--- config.mk ---
export PLATFORM = sky130hd
export DESIGN_NAME = asc_host
export DESIGN_NICKNAME = d
export VERILOG_FILES = /design/src/rtl/asc_pkg.sv /design/src/rtl/asc_sync.sv /design/src/rtl/asc_host.sv
export SDC_FILE = /design/constraint.sdc
export NUM_CORES = 1
export LEC_CHECK = 0
export ABC_AREA = 0
export BUFFER_PORTS_ARGS = -buffer_cell sky130_fd_sc_hd__buf_2
export CORE_MARGIN = 2
export CORE_UTILIZATION = 46
export DETAILED_ROUTE_END_ITERATION = 8
export GPL_ROUTABILITY_DRIVEN = 0
export PLACE_DENSITY = 0.74
export SYNTH_ARGS = -nofsm -noshare
export SYNTH_HDL_FRONTEND = slang
export SYNTH_SLANG_ARGS = --single-unit
--- constraint.sdc ---
create_clock -name ref_clk_in -period 5 [get_ports ref_clk_in]
set_input_delay 0.75 -clock ref_clk_in [delete_from_list [all_inputs] [get_ports ref_clk_in]]
set_output_delay 0.75 -clock ref_clk_in [all_outputs]
set_load 0.03 [all_outputs]
--- src/rtl/asc_pkg.sv ---
package asc_pkg;

  // ---------------------------------------------------------------
  // Bus geometry
  // ---------------------------------------------------------------
  localparam int ADDR_W = 18;
  localparam int DATA_W = 16;

  // ---------------------------------------------------------------
  // Timing of the memory, in ns, and the clock
  // ---------------------------------------------------------------
  localparam int CLK_PERIOD_NS   = 50;
  localparam int T_READ_CYCLE_NS = 45;
  localparam int T_ADDR_ACCESS   = 45;
  localparam int T_CE_ACCESS     = 45;
  localparam int T_OE_ACCESS     = 22;
  localparam int T_BE_ACCESS     = 22;
  localparam int T_WRITE_CYCLE   = 45;
  localparam int T_WRITE_PULSE   = 35;
  localparam int T_DATA_SETUP    = 25;
  localparam int T_FLOAT_DELAY   = 18;
  localparam int T_DATA_HOLD     = 0;

  function automatic int cyc_min(input int ns);
    int c;
    c = (ns + CLK_PERIOD_NS - 1) / CLK_PERIOD_NS;
    return (c < 1) ? 1 : c;
  endfunction

  // Least counts, rounded up to whole cycles
  localparam int RD_ACCESS_CYC = cyc_min(T_ADDR_ACCESS);
  localparam int WR_PULSE_CYC  = cyc_min(T_WRITE_PULSE);
  localparam int WR_FLOAT_CYC  = cyc_min(T_FLOAT_DELAY);
  localparam int WR_SETUP_CYC  = cyc_min(T_DATA_SETUP);
  localparam int WR_LOW_CYC    = cyc_min(T_DATA_SETUP + T_FLOAT_DELAY);
  localparam int CYCLE_CYC     = cyc_min(T_READ_CYCLE_NS);
  localparam int CNT_W         = 4;

  // ---------------------------------------------------------------
  // Reset values of the bus pins
  // ---------------------------------------------------------------
  localparam logic RST_INACTIVE_N = 1'h1;

endpackage

--- src/rtl/asc_sync.sv ---
`timescale 1ns/100ps
`default_nettype none

module asc_sync #(
  parameter int WIDTH = 16
) (
  input  wire logic             ref_clk_in,
  input  wire logic             reset_in,
  input  wire logic [WIDTH-1:0] async_in,
  output var  logic [WIDTH-1:0] sync_out
);

  logic [WIDTH-1:0] meta_q;
  logic [WIDTH-1:0] meta_d;
  logic [WIDTH-1:0] sync_q;
  logic [WIDTH-1:0] sync_d;

  // The first stage feeds only the second stage
  always_comb begin
    meta_d = async_in;
    sync_d = meta_q;
  end

  always_ff @(posedge ref_clk_in) begin
    if (reset_in) begin
      meta_q <= '0;
      sync_q <= '0;
    end else begin
      meta_q <= meta_d;
      sync_q <= sync_d;
    end
  end

  assign sync_out = sync_q;

endmodule

`default_nettype wire

--- src/rtl/asc_host.sv ---
`timescale 1ns/100ps
`default_nettype none

// Summary of operation
// [RL1] Memory stores lane when strobe, select, lane low
// [RL2] All qualifiers active before write; one ends it
// [RL3] Data stable 25 ns before write end
// [RL4] Sample read no earlier than 45 ns after address
// [RL5] Memory holds old data 10 ns after address
// [RL6] Sample no earlier than 45 ns after select
// [RL7] Sample no earlier than 22 ns after output enable
// [RL8] Sample lane no earlier than 22 ns after lane select
// [RL9] Address stable through write, 35 ns setup
// [RL10] Select, strobe, lanes low 35 ns before end
// [RL11] Strobe pulse at least setup plus float delay
// [RL12] Memory floats data when output enable high
// [RL13] Memory floats when select and strobe rise together
// [RL14] Host drives data only after 18 ns float delay
// [RL15] Memory powers down 45 ns after deselect
// [RL16] Each cycle lasts at least minimum cycle time
// [RL17] Lower select bits 0-7, upper bits 8-15
module asc_host #(
  parameter int ADDR_W = asc_pkg::ADDR_W,
  parameter int DATA_W = asc_pkg::DATA_W
) (
  input  wire logic              ref_clk_in,
  input  wire logic              reset_in,
  input  wire logic              req_valid_in,
  input  wire logic              req_write_in,
  input  wire logic [ADDR_W-1:0] req_addr_in,
  input  wire logic [DATA_W-1:0] req_wdata_in,
  input  wire logic [1:0]        req_lanes_in,
  output logic                   req_ready_out,
  output logic                   rsp_valid_out,
  output logic [DATA_W-1:0]      rsp_rdata_out,
  output logic [ADDR_W-1:0]      mem_addr_out,
  output logic                   chip_sel_n_out,
  output logic                   write_strobe_n_out,
  output logic                   out_enable_n_out,
  output logic                   upper_byte_sel_n_out,
  output logic                   lower_byte_sel_n_out,
  input  wire logic [DATA_W-1:0] mem_data_in,
  output logic [DATA_W-1:0]      mem_data_out,
  output logic                   mem_data_oe_out
);

  // ---------------------------------------------------------------
  // State
  // ---------------------------------------------------------------
  typedef enum logic [2:0] {
    ASC_IDLE,
    ASC_RD_WAIT,
    ASC_RD_SAMPLE,
    ASC_WR_FLOAT,
    ASC_WR_PULSE,
    ASC_WR_END,
    ASC_RECOVER
  } asc_state_t;

  asc_state_t                    state_q, state_d;
  logic [asc_pkg::CNT_W-1:0]     cnt_q, cnt_d;
  logic [ADDR_W-1:0]             addr_q, addr_d;
  logic [DATA_W-1:0]             wdata_q, wdata_d;
  logic                          cs_n_q, cs_n_d;
  logic                          we_n_q, we_n_d;
  logic                          oe_n_q, oe_n_d;
  logic                          ub_n_q, ub_n_d;
  logic                          lb_n_q, lb_n_d;
  logic                          doe_q, doe_d;
  logic                          rdy_q, rdy_d;
  logic                          rv_q, rv_d;
  logic [DATA_W-1:0]             rdata_q, rdata_d;
  logic [DATA_W-1:0]             data_sync;
  logic [DATA_W-1:0]             lane_mask;

  // ---------------------------------------------------------------
  // Read data passes two flip-flops before use
  // ---------------------------------------------------------------
  asc_sync #(.WIDTH(DATA_W)) u_sync (
    .ref_clk_in (ref_clk_in),
    .reset_in   (reset_in),
    .async_in   (mem_data_in),
    .sync_out   (data_sync)
  );

  // Lower select covers bits 7:0, upper select bits 15:8
  assign lane_mask = {{(DATA_W/2){~ub_n_q}}, {(DATA_W/2){~lb_n_q}}}; // RL17

  // ---------------------------------------------------------------
  // Sequencer
  // ---------------------------------------------------------------
  always_comb begin
    state_d = state_q;
    cnt_d   = cnt_q;
    addr_d  = addr_q;
    wdata_d = wdata_q;
    cs_n_d  = cs_n_q;
    we_n_d  = we_n_q;
    oe_n_d  = oe_n_q;
    ub_n_d  = ub_n_q;
    lb_n_d  = lb_n_q;
    doe_d   = doe_q;
    rdy_d   = rdy_q;
    rv_d    = 1'b0;
    rdata_d = rdata_q;
    unique case (state_q)
      ASC_IDLE: begin
        if (!rdy_q) begin
          // Ready comes up on the first edge out of reset
          rdy_d = 1'b1;
        end
        if (req_valid_in && rdy_q && (req_lanes_in != 2'h0)) begin
          rdy_d   = 1'b0;
          addr_d  = req_addr_in;
          wdata_d = req_wdata_in;
          cs_n_d  = 1'b0;
          ub_n_d  = ~req_lanes_in[1];
          lb_n_d  = ~req_lanes_in[0];
          cnt_d   = '0;
          if (req_write_in) begin
            // Output enable stays high so the memory never drives
            oe_n_d  = 1'b1; // RL12
            we_n_d  = 1'b0; // RL2
            state_d = ASC_WR_FLOAT;
          end else begin
            oe_n_d  = 1'b0;
            state_d = ASC_RD_WAIT;
          end
        end
      end
      ASC_RD_WAIT: begin
        // Extra cycles also cover the two-stage capture latency
        cnt_d = cnt_q + 1'b1;
        if (cnt_q >= asc_pkg::CNT_W'(asc_pkg::RD_ACCESS_CYC + 1)) begin // RL4 RL6 RL7 RL8
          state_d = ASC_RD_SAMPLE;
        end
      end
      ASC_RD_SAMPLE: begin
        rdata_d = data_sync & lane_mask; // RL17
        rv_d    = 1'b1;
        cs_n_d  = 1'b1;
        oe_n_d  = 1'b1;
        ub_n_d  = 1'b1;
        lb_n_d  = 1'b1;
        cnt_d   = '0;
        state_d = ASC_RECOVER;
      end
      ASC_WR_FLOAT: begin
        // Bus released by the memory before the host drives it
        cnt_d = cnt_q + 1'b1;
        if (cnt_q + 1'b1 >= asc_pkg::CNT_W'(asc_pkg::WR_FLOAT_CYC)) begin // RL14
          doe_d   = 1'b1;
          cnt_d   = '0;
          state_d = ASC_WR_PULSE;
        end
      end
      ASC_WR_PULSE: begin
        cnt_d = cnt_q + 1'b1;
        if (cnt_q + 1'b1 >= asc_pkg::CNT_W'(asc_pkg::WR_SETUP_CYC)
            && cnt_q + 1'b1 >= asc_pkg::CNT_W'(asc_pkg::WR_PULSE_CYC)) begin // RL3 RL10 RL11
          // Strobe terminates the write; address and data held past it
          we_n_d  = 1'b1; // RL2 RL9
          state_d = ASC_WR_END;
        end
      end
      ASC_WR_END: begin
        cs_n_d  = 1'b1;
        ub_n_d  = 1'b1;
        lb_n_d  = 1'b1;
        doe_d   = 1'b0;
        cnt_d   = '0;
        state_d = ASC_RECOVER;
      end
      ASC_RECOVER: begin
        cnt_d = cnt_q + 1'b1;
        if (cnt_q + 1'b1 >= asc_pkg::CNT_W'(asc_pkg::CYCLE_CYC)) begin // RL16
          rdy_d   = 1'b1;
          state_d = ASC_IDLE;
        end
      end
    endcase
  end

  always_ff @(posedge ref_clk_in) begin
    if (reset_in) begin
      state_q <= ASC_IDLE;
      cnt_q   <= '0;
      addr_q  <= '0;
      wdata_q <= '0;
      cs_n_q  <= asc_pkg::RST_INACTIVE_N;
      we_n_q  <= asc_pkg::RST_INACTIVE_N;
      oe_n_q  <= asc_pkg::RST_INACTIVE_N;
      ub_n_q  <= asc_pkg::RST_INACTIVE_N;
      lb_n_q  <= asc_pkg::RST_INACTIVE_N;
      doe_q   <= 1'b0;
      rdy_q   <= 1'b0;
      rv_q    <= 1'b0;
      rdata_q <= '0;
    end else begin
      state_q <= state_d;
      cnt_q   <= cnt_d;
      addr_q  <= addr_d;
      wdata_q <= wdata_d;
      cs_n_q  <= cs_n_d;
      we_n_q  <= we_n_d;
      oe_n_q  <= oe_n_d;
      ub_n_q  <= ub_n_d;
      lb_n_q  <= lb_n_d;
      doe_q   <= doe_d;
      rdy_q   <= rdy_d;
      rv_q    <= rv_d;
      rdata_q <= rdata_d;
    end
  end

  assign req_ready_out        = rdy_q;
  assign rsp_valid_out        = rv_q;
  assign rsp_rdata_out        = rdata_q;
  assign mem_addr_out         = addr_q;
  assign chip_sel_n_out       = cs_n_q;
  assign write_strobe_n_out   = we_n_q;
  assign out_enable_n_out     = oe_n_q;
  assign upper_byte_sel_n_out = ub_n_q;
  assign lower_byte_sel_n_out = lb_n_q;
  assign mem_data_out         = wdata_q;
  assign mem_data_oe_out      = doe_q;

  // ---------------------------------------------------------------
  // Checks
  // ---------------------------------------------------------------
  chk_strobe_pulse_len: assert property (@(posedge ref_clk_in) disable iff (reset_in) // RL11
    $fell(we_n_q) |-> !we_n_q [*2]) else $error("write strobe pulse too short");

  chk_no_drive_early: assert property (@(posedge ref_clk_in) disable iff (reset_in) // RL14
    $fell(we_n_q) |-> !doe_q) else $error("host drove data as strobe fell");

  chk_data_setup: assert property (@(posedge ref_clk_in) disable iff (reset_in) // RL3
    $rose(we_n_q) |-> doe_q && $past(doe_q, 1)) else $error("data setup too short");

  chk_addr_hold: assert property (@(posedge ref_clk_in) disable iff (reset_in) // RL9
    !we_n_q |=> $stable(addr_q)) else $error("address moved during write");

  chk_write_qualify: assert property (@(posedge ref_clk_in) disable iff (reset_in) // RL2
    $fell(we_n_q) |-> !cs_n_q && (!ub_n_q || !lb_n_q)) else $error("write without select");

  chk_select_width: assert property (@(posedge ref_clk_in) disable iff (reset_in) // RL10
    $rose(we_n_q) |-> !cs_n_q && $past(!cs_n_q, 2)) else $error("select held too short");

  chk_read_access: assert property (@(posedge ref_clk_in) disable iff (reset_in) // RL4
    rv_q |-> $past(!oe_n_q, 3) && $past(!cs_n_q, 3)) else $error("read sampled too early");

  chk_oe_in_write: assert property (@(posedge ref_clk_in) disable iff (reset_in) // RL12
    doe_q |-> oe_n_q) else $error("output enable low while host drives");

  chk_cycle_space: assert property (@(posedge ref_clk_in) disable iff (reset_in) // RL16
    $rose(cs_n_q) |=> cs_n_q) else $error("cycle spacing too short");

  chk_write_lanes: assert property (@(posedge ref_clk_in) disable iff (reset_in) // RL2
    !we_n_q |-> !cs_n_q && (!ub_n_q || !lb_n_q)) else $error("strobe low without select");

  chk_float_gap: assert property (@(posedge ref_clk_in) disable iff (reset_in) // RL14
    $rose(doe_q) |-> $past(!we_n_q) && $past(oe_n_q)) else $error("host drove before float");

  chk_release_end: assert property (@(posedge ref_clk_in) disable iff (reset_in) // RL3
    $rose(we_n_q) |-> $stable(wdata_q) && $stable(addr_q) && !cs_n_q)
    else $error("data or address moved at write end");

  chk_data_settled: assert property (@(posedge ref_clk_in) disable iff (reset_in) // RL3
    doe_q |-> $stable(wdata_q)) else $error("write data moved while driven");

  chk_addr_read: assert property (@(posedge ref_clk_in) disable iff (reset_in) // RL4
    !oe_n_q |=> $stable(addr_q)) else $error("address moved during read");

  chk_read_no_drive: assert property (@(posedge ref_clk_in) disable iff (reset_in) // RL14
    !oe_n_q |-> we_n_q && !doe_q) else $error("host drove during read");

  chk_lane_access: assert property (@(posedge ref_clk_in) disable iff (reset_in) // RL8
    rv_q |-> $past(!ub_n_q || !lb_n_q, 4)) else $error("lane sampled too early");

  chk_upper_mask: assert property (@(posedge ref_clk_in) disable iff (reset_in) // RL17
    rv_q && $past(ub_n_q) |-> rdata_q[DATA_W-1:DATA_W/2] == '0)
    else $error("disabled upper lane not zero");

  chk_lower_mask: assert property (@(posedge ref_clk_in) disable iff (reset_in) // RL17
    rv_q && $past(lb_n_q) |-> rdata_q[DATA_W/2-1:0] == '0)
    else $error("disabled lower lane not zero");

  chk_ready_idle: assert property (@(posedge ref_clk_in) disable iff (reset_in) // RL16
    rdy_q |-> state_q == ASC_IDLE) else $error("ready outside idle");

  // ---------------------------------------------------------------
  // Strobe width watch
  // ---------------------------------------------------------------
  // Saturates rather than wraps, so a long pulse never looks short
  logic [asc_pkg::CNT_W-1:0]     low_q, low_d;

  always_comb begin
    low_d = '0;
    if (!we_n_q) begin
      low_d = (low_q == '1) ? low_q : low_q + 1'b1;
    end
  end

  always_ff @(posedge ref_clk_in) begin
    if (reset_in) begin
      low_q <= '0;
    end else begin
      low_q <= low_d;
    end
  end

  chk_strobe_low_cnt: assert property (@(posedge ref_clk_in) disable iff (reset_in) // RL11
    $rose(we_n_q) |-> low_q >= asc_pkg::CNT_W'(asc_pkg::WR_LOW_CYC))
    else $error("strobe low time below setup plus float");

endmodule

`default_nettype wire

==> out/qor.txt <==
OUTCOME
---------------------------------------------------------------------------
Run status ................................................... finished clean

CTS
---------------------------------------------------------------------------
H-tree lvl count .............................................            3
Clock latency on the worst-skew pair .........................      0.35 ns
Clock slew at reported path FFs ..............................      0.10 ns
Total of cells resized after clock tree synthesis ............            0
Number of buffers created by CTS .............................            9
Clock tree from TritonCTS ....................................         done
Number of hold-repair buffers added at the cts stage .........            0
Number of buffers on the longest clock path ..................            2
Clock sink count .............................................           97
CTS root buffer .............................................. sky130_fd_sc_hd__clkbuf_8
Post-CTS setup buffer count ..................................            0

DIE
---------------------------------------------------------------------------
Std-Cell Core Area ...........................................     6869 um2
Num ports ....................................................          114
Initial standard-cell utilization of the core ................       48.09%
Number of placement rows .....................................           30
Die ar. ......................................................     7875 um2
Die Span Y ...................................................     88.74 um
Die width ....................................................     88.74 um

LOGIC SYNTHESIS
---------------------------------------------------------------------------
Yosys warns ..................................................            0
Synth unique cells ...........................................           39
Synthesized net count ........................................          409
Number of synthesized register bits ..........................           97
Synthesized area per cell ....................................    9.438 um2
Synthesized cell area ........................................     3303 um2
Mapped Cells .................................................          350
Seq/Total Area, Yosys ........................................       58.79%

FINISH
---------------------------------------------------------------------------
Filler Cell Count ............................................          614
Share of cells above drive strength 1 ........................       29.35%
Final Instance Area ..........................................     4095 um2
Area of combinational cells with multiple inputs .............     1242 um2
Number of inserted diodes ....................................            0
Growth of design area from synthesis to finish ...............       23.98%
Net total in the final layout ................................          514
Final instance count without filler cells ....................          556
Sequential standard cell area ................................     1942 um2
Finished Core Util ...........................................       59.62%

WORST SETUP PATH
---------------------------------------------------------------------------
Launching element type of the critical path ..................     register
Type of element capturing the critical path ..................     register
Critical path peak fanout ....................................           35
Required time at the endpoint of the critical path ...........      5.28 ns
WS Path Type .................................................   reg -> reg
Data arrival time of the critical path .......................      2.55 ns

TIMING
---------------------------------------------------------------------------
Worst Max-Slew Pin Slew ......................................     1.184 ns
Setup clock skew after layout ................................  0.007769 ns
Number of endpoints failing setup at the final stage .........            0
Slew Limit Headroom ..........................................       21.07%
Fin Setup TNS ................................................         0 ns
Crit path time final .........................................     2.272 ns
Peak Freq ....................................................    440.1 MHz
Final period utilization .....................................       45.44%
Number of hold-slack violations in the final timing report ...            0
Number of slew-limit violations in the final report ..........            0
Setup repair after global routing missed its margin ..........        false
Post-route worst setup slack .................................     2.728 ns

PLACEMENT
---------------------------------------------------------------------------
Half-perimeter wire length after detailed placement ..........     4.865 mm
Placed instance count ........................................          540
PortBufs .....................................................          113
Instance area after placement ................................     3915 um2
Worst Setup Slack post-DPL ...................................     2.551 ns

MIN PATH
---------------------------------------------------------------------------
Kind of path behind the tightest hold check ..................   reg -> reg

ROUTE
---------------------------------------------------------------------------
Iter 0 DRT Violations ........................................          132
Final Routed Wirelength ......................................     6.875 mm
Number of iterations in the first detailed-routing pass ......            4
M1 wire length ...............................................     3.067 mm
Met2 wire length .............................................     3.313 mm
Drt via density ..............................................        4.752
Detail Route Antenna Nets ....................................            0
Post-route DRC ...............................................            0
Routed len/inst ..............................................     12.37 um
Via count ....................................................         2642
Met3 wire len ................................................       408 um
Highest routed layer .........................................         met4

GLOBAL ROUTE
---------------------------------------------------------------------------
Total gr overflow ............................................            0
Wire length of the first global-routing pass .................     10.87 mm
Number of global-route vias before repair ....................         2356
Initial antenna violation count ..............................            0
Maximum number of pins on one net before global-route repair .           47
GRT Resource Usage Total .....................................       17.83%

POWER
---------------------------------------------------------------------------
Power density over the cells ................................. 377.9 nW/um2
Largest vdd supply drop ......................................    0.2011 mV
Leakage power ................................................     1.815 nW

RUN
---------------------------------------------------------------------------
Max-cap check violation count ................................            0

[path summary, 6_finish.rpt]
path / start / end / slack (ns) / cells after the start
worst max-delay path: state_q[1]$_SDFFE_PP0P_ / mem_data_out[1]$_SDFFE_PP0P_ / 2.73 / 4
worst min register to register: u_sync.meta_q[7]$_SDFF_PP0_ / u_sync.sync_out[7]$_SDFF_PP0_ / 0.44 / 1
worst max register to register: state_q[1]$_SDFFE_PP0P_ / mem_data_out[1]$_SDFFE_PP0P_ / 2.73 / 4
worst min-delay path: u_sync.meta_q[7]$_SDFF_PP0_ / u_sync.sync_out[7]$_SDFF_PP0_ / 0.44 / 1
[power by group]
| group | internal, mW | switching [mW] |
|---|---|---|
| Clock | 0.188 | 0.272 |
| Combinational | 0.0831 | 0.156 |
| Sequential | 0.817 | 0.0309 |
[state kept, by name, indices dropped and copies added, names as in the netlist, 3 cells and up]
register and count:
state_q 3, cnt_q 4, u_sync.meta_q 16, mem_addr_out 18
u_sync.sync_out 16, rsp_rdata_out 16, mem_data_out 16
[worst max-delay path, cell delays in order, from the launching register on]
cell and delay [ns]:
sky130_fd_sc_hd__dfxtp_1 0.48, sky130_fd_sc_hd__nor3_1 0.43, sky130_fd_sc_hd__and2_1 0.98, sky130_fd_sc_hd__nand2_1 0.13, sky130_fd_sc_hd__a21oi_1 0.17
[cell type report]
class	count	area share, %
sequential	97	47.42
multi-input combinational	225	30.34
timing repair buffer	116	14.36
clock buffer	10	3.116
tap	96	2.933
clock inverter	6	1.283
inverter	6	0.5500
[cells in the mapped netlist, drive strengths merged]
| master | number | share of area, % |
|---|---|---|
| dfxtp | 97 | 59 |
| nand2 | 79 | 9.0 |
| a21oi | 40 | 6.1 |
| nor2b | 34 | 6.4 |
| a22o | 17 | 4.5 |
| clkbuf | 14 | 1.6 |
| nor2 | 10 | 1.1 |
| buf | 8 | 1.3 |
| inv | 6 | 0.68 |
| o21ai | 6 | 0.91 |
| a31oi | 4 | 0.76 |
| nor3 | 4 | 0.61 |
| a311oi | 3 | 0.98 |
| ha | 3 | 1.1 |
| o211ai | 3 | 0.68 |
| a211o | 2 | 0.53 |
| a21boi | 2 | 0.45 |
| and2 | 2 | 0.42 |
| a2111oi | 1 | 0.27 |
| a21o | 1 | 0.23 |
| a221oi | 1 | 0.27 |
| a32o | 1 | 0.30 |
| and3 | 1 | 0.19 |
| and3b | 1 | 0.27 |
| mux2 | 1 | 0.34 |
| nand2b | 1 | 0.19 |
| nand3 | 1 | 0.15 |
| nand3b | 1 | 0.23 |
| o211a | 1 | 0.30 |
| o21bai | 1 | 0.23 |
| o31ai | 1 | 0.23 |
| o41a | 1 | 0.34 |
| or3b | 1 | 0.27 |
| or4 | 1 | 0.23 |
[kinds of logic (layout without fill, tap and decap cells)]
group	after synthesis	in the layout	share of synthesized area, %
AND/OR/NAND/NOR	136	136	19.09
flip-flops	97	97	58.79
AO/OA/AOI/OAI	85	85	17.05
buffers and inverters	28	138	3.598
adder cells (fa/ha/maj)	3	3	1.136
multiplexers	1	1	0.3409
[cells in the final DEF (no fill, tap or decap), types with 2 or more instances in the layout]
master                     Yosys  layout
sky130_fd_sc_hd__buf_2         4     113
sky130_fd_sc_hd__dfxtp_1      97      97
sky130_fd_sc_hd__nand2_1      79      79
sky130_fd_sc_hd__a21oi_1      40      40
sky130_fd_sc_hd__nor2b_1      34      34
sky130_fd_sc_hd__a22o_1       17      17
sky130_fd_sc_hd__nor2_1       10      10
sky130_fd_sc_hd__clkbuf_8      0       9
sky130_fd_sc_hd__inv_1         6       6
sky130_fd_sc_hd__o21ai_0       6       6
sky130_fd_sc_hd__nor3_1        4       4
sky130_fd_sc_hd__a31oi_1       4       4
sky130_fd_sc_hd__o211ai_1      3       3
sky130_fd_sc_hd__ha_1          3       3
sky130_fd_sc_hd__buf_4         0       3
sky130_fd_sc_hd__a211o_1       2       2
sky130_fd_sc_hd__a21boi_0      2       2
sky130_fd_sc_hd__a311oi_1      2       2
sky130_fd_sc_hd__clkinv_2      0       2
sky130_fd_sc_hd__inv_6         0       2
[metrics by stage]
stage	hold WS (ns)	power, mW
after floorplan	0.4138	1.031
after global routing	0.4576	1.624
after global placement	0.4181	1.100
after detailed placement	0.4204	1.106
final	0.4414	1.548
after CTS	0.4432	1.561
[metal layers]
layer,vias up,GRT usage [%]
met1,1171,22.22
met2,79,29.31
li1,1384,-
met3,8,4.757
met4,0,7.300
met5,-,0
Power figures use the tool's default switching activity.
